`src/logic/rtcirq_pkg.sv`:
```
package rtcirq_pkg;

  // Register map
  localparam logic [3:0] RTCIRQ_ADDR_CS1 = 4'h0;
  localparam logic [3:0] RTCIRQ_ADDR_CS2 = 4'h1;
  localparam logic [7:0] RTCIRQ_CS1_RST  = 8'h00;
  localparam logic [7:0] RTCIRQ_CS2_RST  = 8'h00;

  // Serial bus framing
  localparam logic [3:0] RTCIRQ_BITS_BYTE = 4'h8;

  // Timer source clock select codes
  localparam logic [1:0] RTCIRQ_SRC_4096 = 2'h0;
  localparam logic [1:0] RTCIRQ_SRC_64   = 2'h1;

  // Pulse timing, derived from the system clock
  localparam int unsigned RTCIRQ_CLK_HZ      = 10_000_000;
  localparam int unsigned RTCIRQ_PER_8192_HZ = 8192;
  localparam int unsigned RTCIRQ_PER_4096_HZ = 4096;
  localparam int unsigned RTCIRQ_PER_128_HZ  = 128;
  localparam int unsigned RTCIRQ_PER_64_HZ   = 64;
  localparam int unsigned RTCIRQ_CYC_8192    = RTCIRQ_CLK_HZ / RTCIRQ_PER_8192_HZ;
  localparam int unsigned RTCIRQ_CYC_4096    = RTCIRQ_CLK_HZ / RTCIRQ_PER_4096_HZ;
  localparam int unsigned RTCIRQ_CYC_128     = RTCIRQ_CLK_HZ / RTCIRQ_PER_128_HZ;
  localparam int unsigned RTCIRQ_CYC_64      = RTCIRQ_CLK_HZ / RTCIRQ_PER_64_HZ;
  localparam int unsigned RTCIRQ_PULSE_W     = 18;

  // First control register layout
  typedef struct packed {
    logic       test_mode;
    logic       rsvd6;
    logic       halt;
    logic       rsvd4;
    logic       por_override_allow;
    logic [2:0] rsvd2_0;
  } rtcirq_cs1_t;

  // Second control register layout
  typedef struct packed {
    logic [2:0] rsvd7_5;
    logic       irq_pulse_mode;
    logic       alarm_event_flag;
    logic       timer_event_flag;
    logic       alarm_irq_enable;
    logic       timer_irq_enable;
  } rtcirq_cs2_t;

  typedef enum logic [3:0] {
    ST_IDLE,
    ST_ADDR,
    ST_AACK,
    ST_PTR,
    ST_PACK,
    ST_WDATA,
    ST_WACK,
    ST_RDATA,
    ST_RACK
  } rtcirq_state_t;

endpackage

```
`src/logic/rtcirq_sync.sv`:
```
`timescale 1ns/1ps
module rtcirq_sync
  import rtcirq_pkg::*;
#(
  parameter int W = 2
) (
  input  wire logic         clk_sys,
  input  wire logic         rstn,
  input  wire logic [W-1:0] d,
  output logic      [W-1:0] q
);

  logic [W-1:0] s1_ff;
  logic [W-1:0] s2_ff;

  always_ff @(posedge clk_sys) begin
    if (!rstn) begin
      s1_ff <= '1;
      s2_ff <= '1;
    end else begin
      s1_ff <= d;
      s2_ff <= s1_ff;
    end
  end

  assign q = s2_ff;

endmodule // rtcirq_sync

```
`src/logic/rtcirq_pulse.sv`:
```
`timescale 1ns/1ps
module rtcirq_pulse
  import rtcirq_pkg::*;
#(
  parameter int unsigned CYC_128 = RTCIRQ_CYC_128,
  parameter int unsigned CYC_64  = RTCIRQ_CYC_64
) (
  input  wire logic       clk_sys,
  input  wire logic       rstn,
  input  wire logic       start,
  input  wire logic [1:0] src_sel,
  input  wire logic [7:0] count,
  output logic            active
);

  logic [RTCIRQ_PULSE_W-1:0] cnt_ff;
  logic [RTCIRQ_PULSE_W-1:0] nxt_cnt;
  logic [RTCIRQ_PULSE_W-1:0] len;

  // Pulse length from source clock and loaded count
  always_comb begin
    if (src_sel == RTCIRQ_SRC_4096) begin
      len = (count == 8'h01) ? RTCIRQ_PULSE_W'(RTCIRQ_CYC_8192) : RTCIRQ_PULSE_W'(RTCIRQ_CYC_4096); // RULE13
    end else if (src_sel == RTCIRQ_SRC_64) begin
      len = (count == 8'h01) ? RTCIRQ_PULSE_W'(CYC_128) : RTCIRQ_PULSE_W'(CYC_64); // RULE13
    end else begin
      len = RTCIRQ_PULSE_W'(CYC_64); // RULE13
    end
    nxt_cnt = cnt_ff;
    if (start) begin
      nxt_cnt = len;
    end else if (cnt_ff != '0) begin
      nxt_cnt = cnt_ff - RTCIRQ_PULSE_W'(1);
    end
  end

  always_ff @(posedge clk_sys) begin
    if (!rstn) begin
      cnt_ff <= '0;
    end else begin
      cnt_ff <= nxt_cnt;
    end
  end

  assign active = (cnt_ff != '0);

endmodule // rtcirq_pulse

```
`src/logic/rtcirq_top.sv`:
```
// Contract
// RULE1 - Halt bit 5 of first register clears divider chain and stops timekeeping.
// RULE2 - Clock output keeps its 32.768 kHz frequency while timekeeping is halted.
// RULE3 - Bit 3 zero keeps the power-on reset override disabled.
// RULE4 - Bit 3 one permits the power-on reset override to be enabled.
// RULE5 - Unused control bits reset to zero; software writes them as zero.
// RULE6 - Alarm match sets the alarm event flag, bit 3 of second register.
// RULE7 - Timer countdown end sets the timer event flag, bit 2.
// RULE8 - Event flags hold once set, changing only by register write.
// RULE9 - Writing second register ANDs each flag with written bit.
// RULE10 - Bits 1 and 0 enable alarm and timer interrupt sources.
// RULE11 - Interrupt output is OR of enabled alarm and enabled timer conditions.
// RULE12 - Level mode: interrupt follows timer flag, gated by its enable.
// RULE13 - Pulse mode: pulse length set by source clock and count.
// RULE14 - Pulse mode: enabled alarm flag holds interrupt permanently active.
// RULE15 - Pulse mode: timer flag and interrupt assert together.
// RULE16 - Pulse length uses loaded count; zero count keeps timer stopped.
// RULE17 - Cleared alarm flag sets again only when time increments into match.
// RULE18 - Interrupt output is active low open drain.
`timescale 1ns/1ps
module rtcirq_top
  import rtcirq_pkg::*;
#(
  parameter logic [6:0]  DEV_ADDR = 7'h5a,
  parameter int unsigned CYC_128  = RTCIRQ_CYC_128,
  parameter int unsigned CYC_64   = RTCIRQ_CYC_64
) (
  input  wire logic       clk_sys,
  input  wire logic       rstn,
  input  wire logic       scl_i,
  input  wire logic       sda_i,
  output logic            sda_o,
  output logic            sda_oe,
  input  wire logic       time_tick,
  input  wire logic       alarm_match,
  input  wire logic       timer_done,
  input  wire logic [1:0] timer_src_sel,
  input  wire logic [7:0] timer_count,
  output logic            div_halt,
  output logic            clock_output_pin_keep_32k,
  output logic            por_override_allow,
  output logic            irq_n_o,
  output logic            irq_n_oe
);

  // Bus front end
  logic [1:0]    pins_s;
  logic          scl_s;
  logic          sda_s;
  logic          scl_d_ff;
  logic          sda_d_ff;
  logic          bus_start;
  logic          bus_stop;
  logic          scl_rise;
  logic          scl_fall;

  // Bus state
  rtcirq_state_t st_ff;
  rtcirq_state_t nxt_st;
  logic [3:0]    bits_ff;
  logic [3:0]    nxt_bits;
  logic [7:0]    sh_ff;
  logic [7:0]    nxt_sh;
  logic          drv_ff;
  logic          nxt_drv;
  logic [3:0]    ptr_ff;
  logic [3:0]    nxt_ptr;
  logic          rw_ff;
  logic          nxt_rw;
  logic [7:0]    rd_byte;
  logic          wr_en;
  logic [3:0]    wr_addr;
  logic [7:0]    wr_data;

  // Register state
  rtcirq_cs1_t   cs1_ff;
  rtcirq_cs1_t   nxt_cs1;
  rtcirq_cs2_t   cs2_ff;
  rtcirq_cs2_t   nxt_cs2;
  logic          af_set;
  logic          tf_set;
  logic          pulse_active;
  logic          irq_alarm;
  logic          irq_timer;

  function automatic logic [3:0] ptr_inc(input logic [3:0] p);
    ptr_inc = p + 4'h1;
  endfunction

  function automatic logic [7:0] rd_reg(input logic [3:0] a, input rtcirq_cs1_t c1, input rtcirq_cs2_t c2);
    if (a == RTCIRQ_ADDR_CS1) begin
      rd_reg = c1;
    end else if (a == RTCIRQ_ADDR_CS2) begin
      rd_reg = c2;
    end else begin
      rd_reg = 8'h00;
    end
  endfunction

  rtcirq_sync #(
    .W(2)
  ) u_sync (
    .clk_sys(clk_sys),
    .rstn   (rstn),
    .d      ({scl_i, sda_i}),
    .q      (pins_s)
  );

  assign scl_s     = pins_s[1];
  assign sda_s     = pins_s[0];
  assign bus_start = scl_s & scl_d_ff & sda_d_ff & ~sda_s;
  assign bus_stop  = scl_s & scl_d_ff & ~sda_d_ff & sda_s;
  assign scl_rise  = scl_s & ~scl_d_ff;
  assign scl_fall  = ~scl_s & scl_d_ff;
  assign rd_byte   = rd_reg(ptr_ff, cs1_ff, cs2_ff);

  // Serial slave: address, pointer, auto-incremented data bytes
  always_comb begin
    nxt_st   = st_ff;
    nxt_bits = bits_ff;
    nxt_sh   = sh_ff;
    nxt_drv  = drv_ff;
    nxt_ptr  = ptr_ff;
    nxt_rw   = rw_ff;
    wr_en    = 1'b0;
    wr_addr  = ptr_ff;
    wr_data  = sh_ff;
    if (bus_stop) begin
      nxt_st  = ST_IDLE;
      nxt_drv = 1'b0;
    end else if (bus_start) begin
      nxt_st   = ST_ADDR;
      nxt_bits = 4'h0;
      nxt_drv  = 1'b0;
    end else if (scl_rise) begin
      unique case (st_ff)
        ST_ADDR, ST_PTR, ST_WDATA: begin
          nxt_sh   = {sh_ff[6:0], sda_s};
          nxt_bits = bits_ff + 4'h1;
        end
        ST_RDATA: begin
          nxt_bits = bits_ff + 4'h1;
        end
        ST_RACK: begin
          if (sda_s) begin
            nxt_st = ST_IDLE;
          end
        end
        ST_IDLE, ST_AACK, ST_PACK, ST_WACK: begin
        end
      endcase
    end else if (scl_fall) begin
      unique case (st_ff)
        ST_ADDR: begin
          if (bits_ff == RTCIRQ_BITS_BYTE) begin
            if (sh_ff[7:1] == DEV_ADDR) begin
              nxt_st  = ST_AACK;
              nxt_drv = 1'b1;
              nxt_rw  = sh_ff[0];
            end else begin
              nxt_st = ST_IDLE;
            end
          end
        end
        ST_AACK: begin
          nxt_bits = 4'h0;
          if (rw_ff) begin
            nxt_st  = ST_RDATA;
            nxt_sh  = rd_byte;
            nxt_drv = ~rd_byte[7];
          end else begin
            nxt_st  = ST_PTR;
            nxt_drv = 1'b0;
          end
        end
        ST_PTR: begin
          if (bits_ff == RTCIRQ_BITS_BYTE) begin
            nxt_ptr = sh_ff[3:0];
            nxt_st  = ST_PACK;
            nxt_drv = 1'b1;
          end
        end
        ST_PACK, ST_WACK: begin
          nxt_st   = ST_WDATA;
          nxt_bits = 4'h0;
          nxt_drv  = 1'b0;
        end
        ST_WDATA: begin
          if (bits_ff == RTCIRQ_BITS_BYTE) begin
            wr_en   = 1'b1;
            nxt_ptr = ptr_inc(ptr_ff);
            nxt_st  = ST_WACK;
            nxt_drv = 1'b1;
          end
        end
        ST_RDATA: begin
          if (bits_ff == RTCIRQ_BITS_BYTE) begin
            nxt_st  = ST_RACK;
            nxt_drv = 1'b0;
            nxt_ptr = ptr_inc(ptr_ff);
          end else begin
            nxt_sh  = {sh_ff[6:0], 1'b0};
            nxt_drv = ~sh_ff[6];
          end
        end
        ST_RACK: begin
          nxt_st   = ST_RDATA;
          nxt_bits = 4'h0;
          nxt_sh   = rd_byte;
          nxt_drv  = ~rd_byte[7];
        end
        ST_IDLE: begin
        end
      endcase
    end
  end

  always_ff @(posedge clk_sys) begin
    if (!rstn) begin
      scl_d_ff <= 1'b1;
      sda_d_ff <= 1'b1;
      st_ff    <= ST_IDLE;
      bits_ff  <= 4'h0;
      sh_ff    <= 8'h00;
      drv_ff   <= 1'b0;
      ptr_ff   <= 4'h0;
      rw_ff    <= 1'b0;
    end else begin
      scl_d_ff <= scl_s;
      sda_d_ff <= sda_s;
      st_ff    <= nxt_st;
      bits_ff  <= nxt_bits;
      sh_ff    <= nxt_sh;
      drv_ff   <= nxt_drv;
      ptr_ff   <= nxt_ptr;
      rw_ff    <= nxt_rw;
    end
  end

  // Event sources
  assign af_set = time_tick & alarm_match; // RULE6 RULE17
  assign tf_set = timer_done & (timer_count != 8'h00); // RULE7 RULE16

  // Control and status registers
  always_comb begin
    nxt_cs1 = cs1_ff;
    nxt_cs2 = cs2_ff;
    if (wr_en && (wr_addr == RTCIRQ_ADDR_CS1)) begin
      nxt_cs1         = rtcirq_cs1_t'(wr_data);
      nxt_cs1.rsvd6   = 1'b0; // RULE5
      nxt_cs1.rsvd4   = 1'b0; // RULE5
      nxt_cs1.rsvd2_0 = 3'h0; // RULE5
    end
    if (wr_en && (wr_addr == RTCIRQ_ADDR_CS2)) begin
      nxt_cs2.rsvd7_5          = 3'h0; // RULE5
      nxt_cs2.irq_pulse_mode   = wr_data[4];
      nxt_cs2.alarm_irq_enable = wr_data[1];
      nxt_cs2.timer_irq_enable = wr_data[0];
      nxt_cs2.alarm_event_flag = cs2_ff.alarm_event_flag & wr_data[3]; // RULE9
      nxt_cs2.timer_event_flag = cs2_ff.timer_event_flag & wr_data[2]; // RULE9
    end
    // Set wins over a clearing write
    nxt_cs2.alarm_event_flag = nxt_cs2.alarm_event_flag | af_set; // RULE6 RULE8
    nxt_cs2.timer_event_flag = nxt_cs2.timer_event_flag | tf_set; // RULE7 RULE8
  end

  always_ff @(posedge clk_sys) begin
    if (!rstn) begin
      cs1_ff <= rtcirq_cs1_t'(RTCIRQ_CS1_RST); // RULE5
      cs2_ff <= rtcirq_cs2_t'(RTCIRQ_CS2_RST); // RULE5
    end else begin
      cs1_ff <= nxt_cs1;
      cs2_ff <= nxt_cs2;
    end
  end

  // Timer pulse starts on the same edge that sets the flag
  rtcirq_pulse #(
    .CYC_128(CYC_128),
    .CYC_64 (CYC_64)
  ) u_pulse (
    .clk_sys(clk_sys),
    .rstn   (rstn),
    .start  (tf_set), // RULE15
    .src_sel(timer_src_sel),
    .count  (timer_count), // RULE16
    .active (pulse_active)
  );

  // Interrupt combine
  assign irq_alarm = cs2_ff.alarm_event_flag & cs2_ff.alarm_irq_enable; // RULE10 RULE14
  assign irq_timer = cs2_ff.timer_irq_enable & // RULE10
                     (cs2_ff.irq_pulse_mode ? pulse_active // RULE13 RULE15
                                            : cs2_ff.timer_event_flag); // RULE12

  assign irq_n_o            = 1'b0; // RULE18
  assign irq_n_oe           = irq_alarm | irq_timer; // RULE11 RULE18
  assign sda_o              = 1'b0;
  assign sda_oe             = drv_ff;
  assign div_halt           = cs1_ff.halt; // RULE1
  assign clock_output_pin_keep_32k    = cs1_ff.halt; // RULE2
  assign por_override_allow = cs1_ff.por_override_allow; // RULE3 RULE4

endmodule // rtcirq_top

```
`config.mk`:
```
export PLATFORM = sky130hd
export DESIGN_NAME = rtcirq_top
export DESIGN_NICKNAME = d
export VERILOG_FILES = /design/src/logic/rtcirq_pkg.sv /design/src/logic/rtcirq_sync.sv /design/src/logic/rtcirq_pulse.sv /design/src/logic/rtcirq_top.sv
export SDC_FILE = /design/constraint.sdc
export NUM_CORES = 1
export LEC_CHECK = 0
export BUFFER_PORTS_ARGS = -buffer_cell sky130_fd_sc_hd__buf_2
export CAP_MARGIN = 20
export CORE_MARGIN = 4
export CORE_UTILIZATION = 62
export CTS_BUF_LIST = sky130_fd_sc_hd__clkbuf_8
export DETAILED_ROUTE_END_ITERATION = 8
export PLACE_DENSITY_LB_ADDON = 0.15
export SLEW_MARGIN = 15
export SYNTH_ARGS = -nofsm -noshare
export SYNTH_HDL_FRONTEND = slang
export SYNTH_SLANG_ARGS = --single-unit
```
`constraint.sdc`:
```
create_clock -name clk_sys -period 3 [get_ports clk_sys]
set_input_delay 0.15 -clock clk_sys [delete_from_list [all_inputs] [get_ports clk_sys]]
set_output_delay 0.15 -clock clk_sys [all_outputs]
set_load 0.005 [all_outputs]
```
# [After elaboration in Yosys (flattened, before gate mapping)]
# Index checks and enable logic that the tools add are counted.
[op_classes] muxes=48 div=0 reduce_logical=30 n_bitwise=26 mul=0 n_eq_ne=34 shifts=0 add_sub_neg=3 magnitude_cmp=0
[ops] cell="18-bit 2-to-1 mux" count=5
[ops] cell="4-bit 2-to-1 mux" count=16
[ops] cell="8-bit 2-to-1 mux" count=6
[ops] cell="4-bit one-hot mux with 7 select lines" count=1
[ops] cell="8-bit one-hot mux with 3 select lines" count=1
[ops] cell="3-bit inequality test, second input constant" count=7
[ops] cell="7-bit AND reduction" count=3
[ops] cell="18-bit nonzero test" count=1
[ops] cell="18-bit by 1-bit subtractor with 18-bit output, second input constant" count=1
[ops] cell="4-bit by 3-bit == test with 1-bit output, second input constant" count=4
[ops] cell="4-bit inequality test, second input constant" count=4
[ops] cell="8-bit AND reduction" count=2
[ops] cell="8-bit nonzero test" count=2
[ops] cell="1-bit bitwise AND" count=13
[ops] cell="1-bit 2-to-1 mux" count=13
[ops] cell="12-bit 2-to-1 mux" count=1
[ops] cell="2-bit by 1-bit inequality test with 1-bit output, second input constant" count=5
[ops] cell="1-bit NOT" count=10
[ops] cell="4-bit by 1-bit adder with 4-bit output, second input constant" count=2
[ops] cell="4-bit by 1-bit == test with 1-bit output, second input constant" count=2
[ops] cell="4-bit by 2-bit == test with 1-bit output, second input constant" count=2
[ops] cell="4-bit == test, second input constant" count=2
[ops] cell="8-bit by 1-bit == test with 1-bit output, second input constant" count=1
[ops] cell="4-bit one-hot mux with 2 select lines" count=1
[ops] cell="22 further kinds" count=36
[totals] latch_bits=0 mem_bits_ro=0 inputBits=17 elab_cells=161 reg_bits=54 ram_bits=0 memories=0 output_inout_bits=7

# [Logic depth before layout (Yosys ltp)]
[logic_depth] ltp_word=10 depth_mapped=8 mapped_depth_nobuf=7

# [By module]
# A second synthesis with hierarchy kept.
[hier_totals] cells_unflattened=384 area_unflattened_um2=3176.8
[by_module_without_submodules] module="rtcirq_top" area_each_um2=1974.4 instances=1 cells_per_inst=246 seq_area_each_um2=640.6
[by_module_without_submodules] module="rtcirq_pulse" area_each_um2=1097.3 instances=1 cells_per_inst=130 seq_area_each_um2=360.3
[by_module_without_submodules] module="rtcirq_sync" area_each_um2=105.1 instances=1 cells_per_inst=8 seq_area_each_um2=80.1

# [Worst setup path before layout]
# No wires, ideal clock.
[synth_path] path_type="reg2reg" start="register scl_d_ff" end="register ptr_ff[2]" period_less_slack_ns=2.172 path_stages_with_launch=9 t_required_ns=2.869 arrival_time_ns=2.041 setup_time_ns=0.131 n_path_buf=1 path_slack_ns=0.828 cell_sequence="dfxtp_1 inv_1 ha_1 clkbuf_1 nand2b_1 a2111oi_0 o21ai_0 o211ai_1 o31ai_1"
[synth_via] elab_chain_cells=5 word_cells_on_any_way=12 classes_between="11 x bitwise; 1 x reduce/logical"
[synth_lines] item="start: declaration" line="rtcirq_top.sv:50" rtl="logic scl_d_ff;"
[synth_lines] item="start signal: assignment" line="rtcirq_top.sv:229" rtl="scl_d_ff <= scl_s;"
[synth_lines] item="1-bit bitwise AND" line="rtcirq_top.sv:111, rtcirq_top.sv:112"
[synth_lines] item="1-bit bitwise AND (on tied branches) (2 in a row)" line="rtcirq_top.sv:111, rtcirq_top.sv:112"
[synth_lines] item="1-bit NOT (no source line)"
[synth_lines] item="7-bit AND reduction (no source line) (*)"
[synth_lines] item="end signal: assignment" line="rtcirq_top.sv:235" rtl="ptr_ff <= nxt_ptr;"
[synth_lines] item="end: declaration" line="rtcirq_top.sv:66" rtl="logic [3:0] ptr_ff;"
# Every way passes the cells marked *; elsewhere a longest branch is shown, timed or not.
# A chain may end at the register's enable or synchronous reset.

# [Final worst setup path]
[layout_path] start="register scl_d_ff" end="register ptr_ff[1]"
# The elaborated chain is that of the path after synthesis.

==> metrics.txt <==
outcome=complete, no violations; Final Max Tran Viols=0; static leakage=~0.0013 uW; Max-cap violations=0; Max Root-Sink Buffers=2; Post-synth EDFFs=0; fmax=374 MHz; root buf cell=clkbuf_8; Final nets=433; Primary FF master, synth=dfxtp_1; Post-Syn Area=~3100 um2; first drt pass iteration count=5; Ys Warns=0; Seq cells post-synth=54; Least-Margin Pin Slew=1.04 ns; initial antenna violation count=0; first-pass GRT wire length=~13000 um; final worst path period share=89.0%; layout overhead on the synthesized area=8.64%; Power Density=448 nW/um2; Detailed Route WL=7500 um; TritonCTS Buffers=5; CTS tree=done; worst vdd ir=between 0.0003 and 0.0004 V; Final Hold Fails=0; crit path time final=2.67 ns; Initial DRC Count=283; delay-heaviest family, CP=compound AO/OA/AOI/OAI gates; crit-path max FO=19; Max-slew headroom=a little under a third; Skew-Pair Late Insertion Delay=0.31 ns; detailed placement HPWL=5420 um; crit path DAT=2.89 ns; core area=4790 um2; CP required=3.22 ns; via density per instance=6.30; Post-Synthesis Cells=390; CP max stage cell=a2111oi_0; Post-CTS Setup Inserts=0; sequential element share of the synthesized area=34.7%; class of the worst hold path=in -> reg; gr ovfl total=0; wire per inst=15.8 um; Initial Util=65.0%; Num Clock Sinks=54; asr flop ratio synth=0%; Final Instance Area=3380 um2; post-cts hold buffer count=0; die width=approximately 79 um; full die area=6220 um2; CP endpoint kind=register; GRT Total Usage=between 20% and 30%; vias in the first global route=2758; # DRC=0; syn avg cell area=roughly 8 um2; Vias=2985; Row Count=25; critical path's largest stage delay=0.67 ns; commonest non-fill, non-tap cell in the layout=dfxtp_1; Fin Setup TNS=0 ns; Post-DRT Antenna Nets=0; Die H=~79 um; Clk pin slew, worst setup/hold paths=0.10 ns; Buf/Inv on CP=2; setup violators final=0; RSZ-0062 raised after global routing=false; number of top-level pins=24; IO buf count=21; H-tree level count=2; library cells used by synthesis=58; Fin Clk Skew=about 0.015 ns; Antenna Cells=0; largest net degree at the start of global routing=31; Resized Gates After CTS=0; RD Place Congestion=about 0.97; share of cells above drive strength 1=9.34%; most frequent cells in the layout=dfxtp_1, nor2_1, nand2_1; CP Launch Type=register; DP Area=roughly 3300 um2; worst-path cell chain=inv_1 -> ha_1 -> nand2b_1 -> a2111oi_0 -> buf_4 -> nor2b_1 -> nor2_1 -> a311oi_1; Crit Path Category=reg -> reg
per-stage QoR:
step	power [uW]	hold WS, ns	util (%)	std cells	worst slack (ns)
floorplan	962	0.251	-	391	0.828
global placement	1020	0.329	68.3	467	0.459
detailed placement	1030	0.334	68.3	467	0.446
CTS	1520	0.0128	70.7	474	0.417
global route	1580	0.0218	70.7	474	0.166
finish	1510	0.0215	70.7	474	0.329
path summary, 6_finish.rpt:
path / start / slack (ns) / end / depth (start not counted)
setup reg to reg: scl_d_ff / 0.33 / ptr_ff[1] / 8
hold / removal: sda_i / 0.02 / u_sync.s1_ff[0] / 2
hold reg to reg: u_sync.s1_ff[1] / 0.41 / u_sync.q[1] / 1
setup / recovery: scl_d_ff / 0.33 / ptr_ff[1] / 8
logic make-up after synthesis:
| family | share of synthesized area, % |
|---|---|
| buffers and inverters | 4.42 |
| multiplexers | 3.58 |
| other | 0.120 |
| AO/OA/AOI/OAI | 21.5 |
| XOR/XNOR | 4.50 |
| AND/OR/NAND/NOR | 27.6 |
| adder cells (fa/ha/maj) | 3.62 |
| flip-flops | 34.7 |
state kept, by name (all words and copies together), names as in the netlist:
signal / flops
bits_ff: 4
rw_ff: 1
por_override_allow: 1
sda_oe: 1
cs1_ff: 1
clock_output_pin_keep_32k: 1
cs2_ff: 5
u_pulse.cnt_ff: 18
u_sync.q: 2
sh_ff: 8
st_ff: 4
sda_d_ff: 1
scl_d_ff: 1
ptr_ff: 4
u_sync.s1_ff: 2
cells in the mapped netlist (3+ instances only):
| cell type | number | share of area [%] |
|---|---|---|
| nand4_1 | 6 | 1.2 |
| nor2b_1 | 7 | 1.4 |
| buf_4 | 3 | 0.72 |
| o31ai_1 | 3 | 0.72 |
| nand3b_1 | 4 | 0.96 |
| clkbuf_1 | 13 | 1.6 |
| nand2b_1 | 11 | 2.2 |
| or3_1 | 9 | 1.8 |
| xnor2_1 | 7 | 2.0 |
| inv_1 | 15 | 1.8 |
| a21oi_1 | 29 | 4.7 |
| o21ai_0 | 19 | 3.1 |
| nor3_1 | 13 | 2.1 |
| a21o_1 | 3 | 0.72 |
| nand3_1 | 23 | 3.7 |
| nor3b_1 | 3 | 0.72 |
| o211ai_1 | 4 | 0.96 |
| nor2_1 | 35 | 4.2 |
| a31oi_1 | 9 | 1.8 |
| ha_1 | 9 | 3.6 |
| a311oi_1 | 6 | 1.7 |
| a32oi_1 | 3 | 0.84 |
| xor2_1 | 9 | 2.5 |
| nand2_1 | 31 | 3.7 |
| nor4_1 | 6 | 1.2 |
| dfxtp_1 | 54 | 35 |
| o21a_1 | 3 | 0.72 |
| and2_1 | 3 | 0.60 |
| mux2i_1 | 10 | 3.2 |
layer usage:
layer | share of wire (%) | wire length, um | track usage, %
met1 | 46 | 3440 | 34.7
met2 | 43 | 3240 | 38.2
met3 | 8.8 | 661 | 5.44
met4 | 2.1 | 161 | 9.45
met5 | 0 | 0 | 0
report_power, final:
part,leakage (uW),internal (uW),switching [uW]
Sequential,0.000440,744,35.0
Combinational,0.000783,96.9,141
Clock,0.0000573,267,231
cell type report:
class	count	area, um2
multi-input cells	304	1900
fillers	415	1400
flip-flops and latches	54	1080
repair buffers	27	150
well taps	67	83.8
clock buffers	6	82.6
inverters	15	56.3
clock inverters	1	30.0
Power figures use the tool's default switching activity.
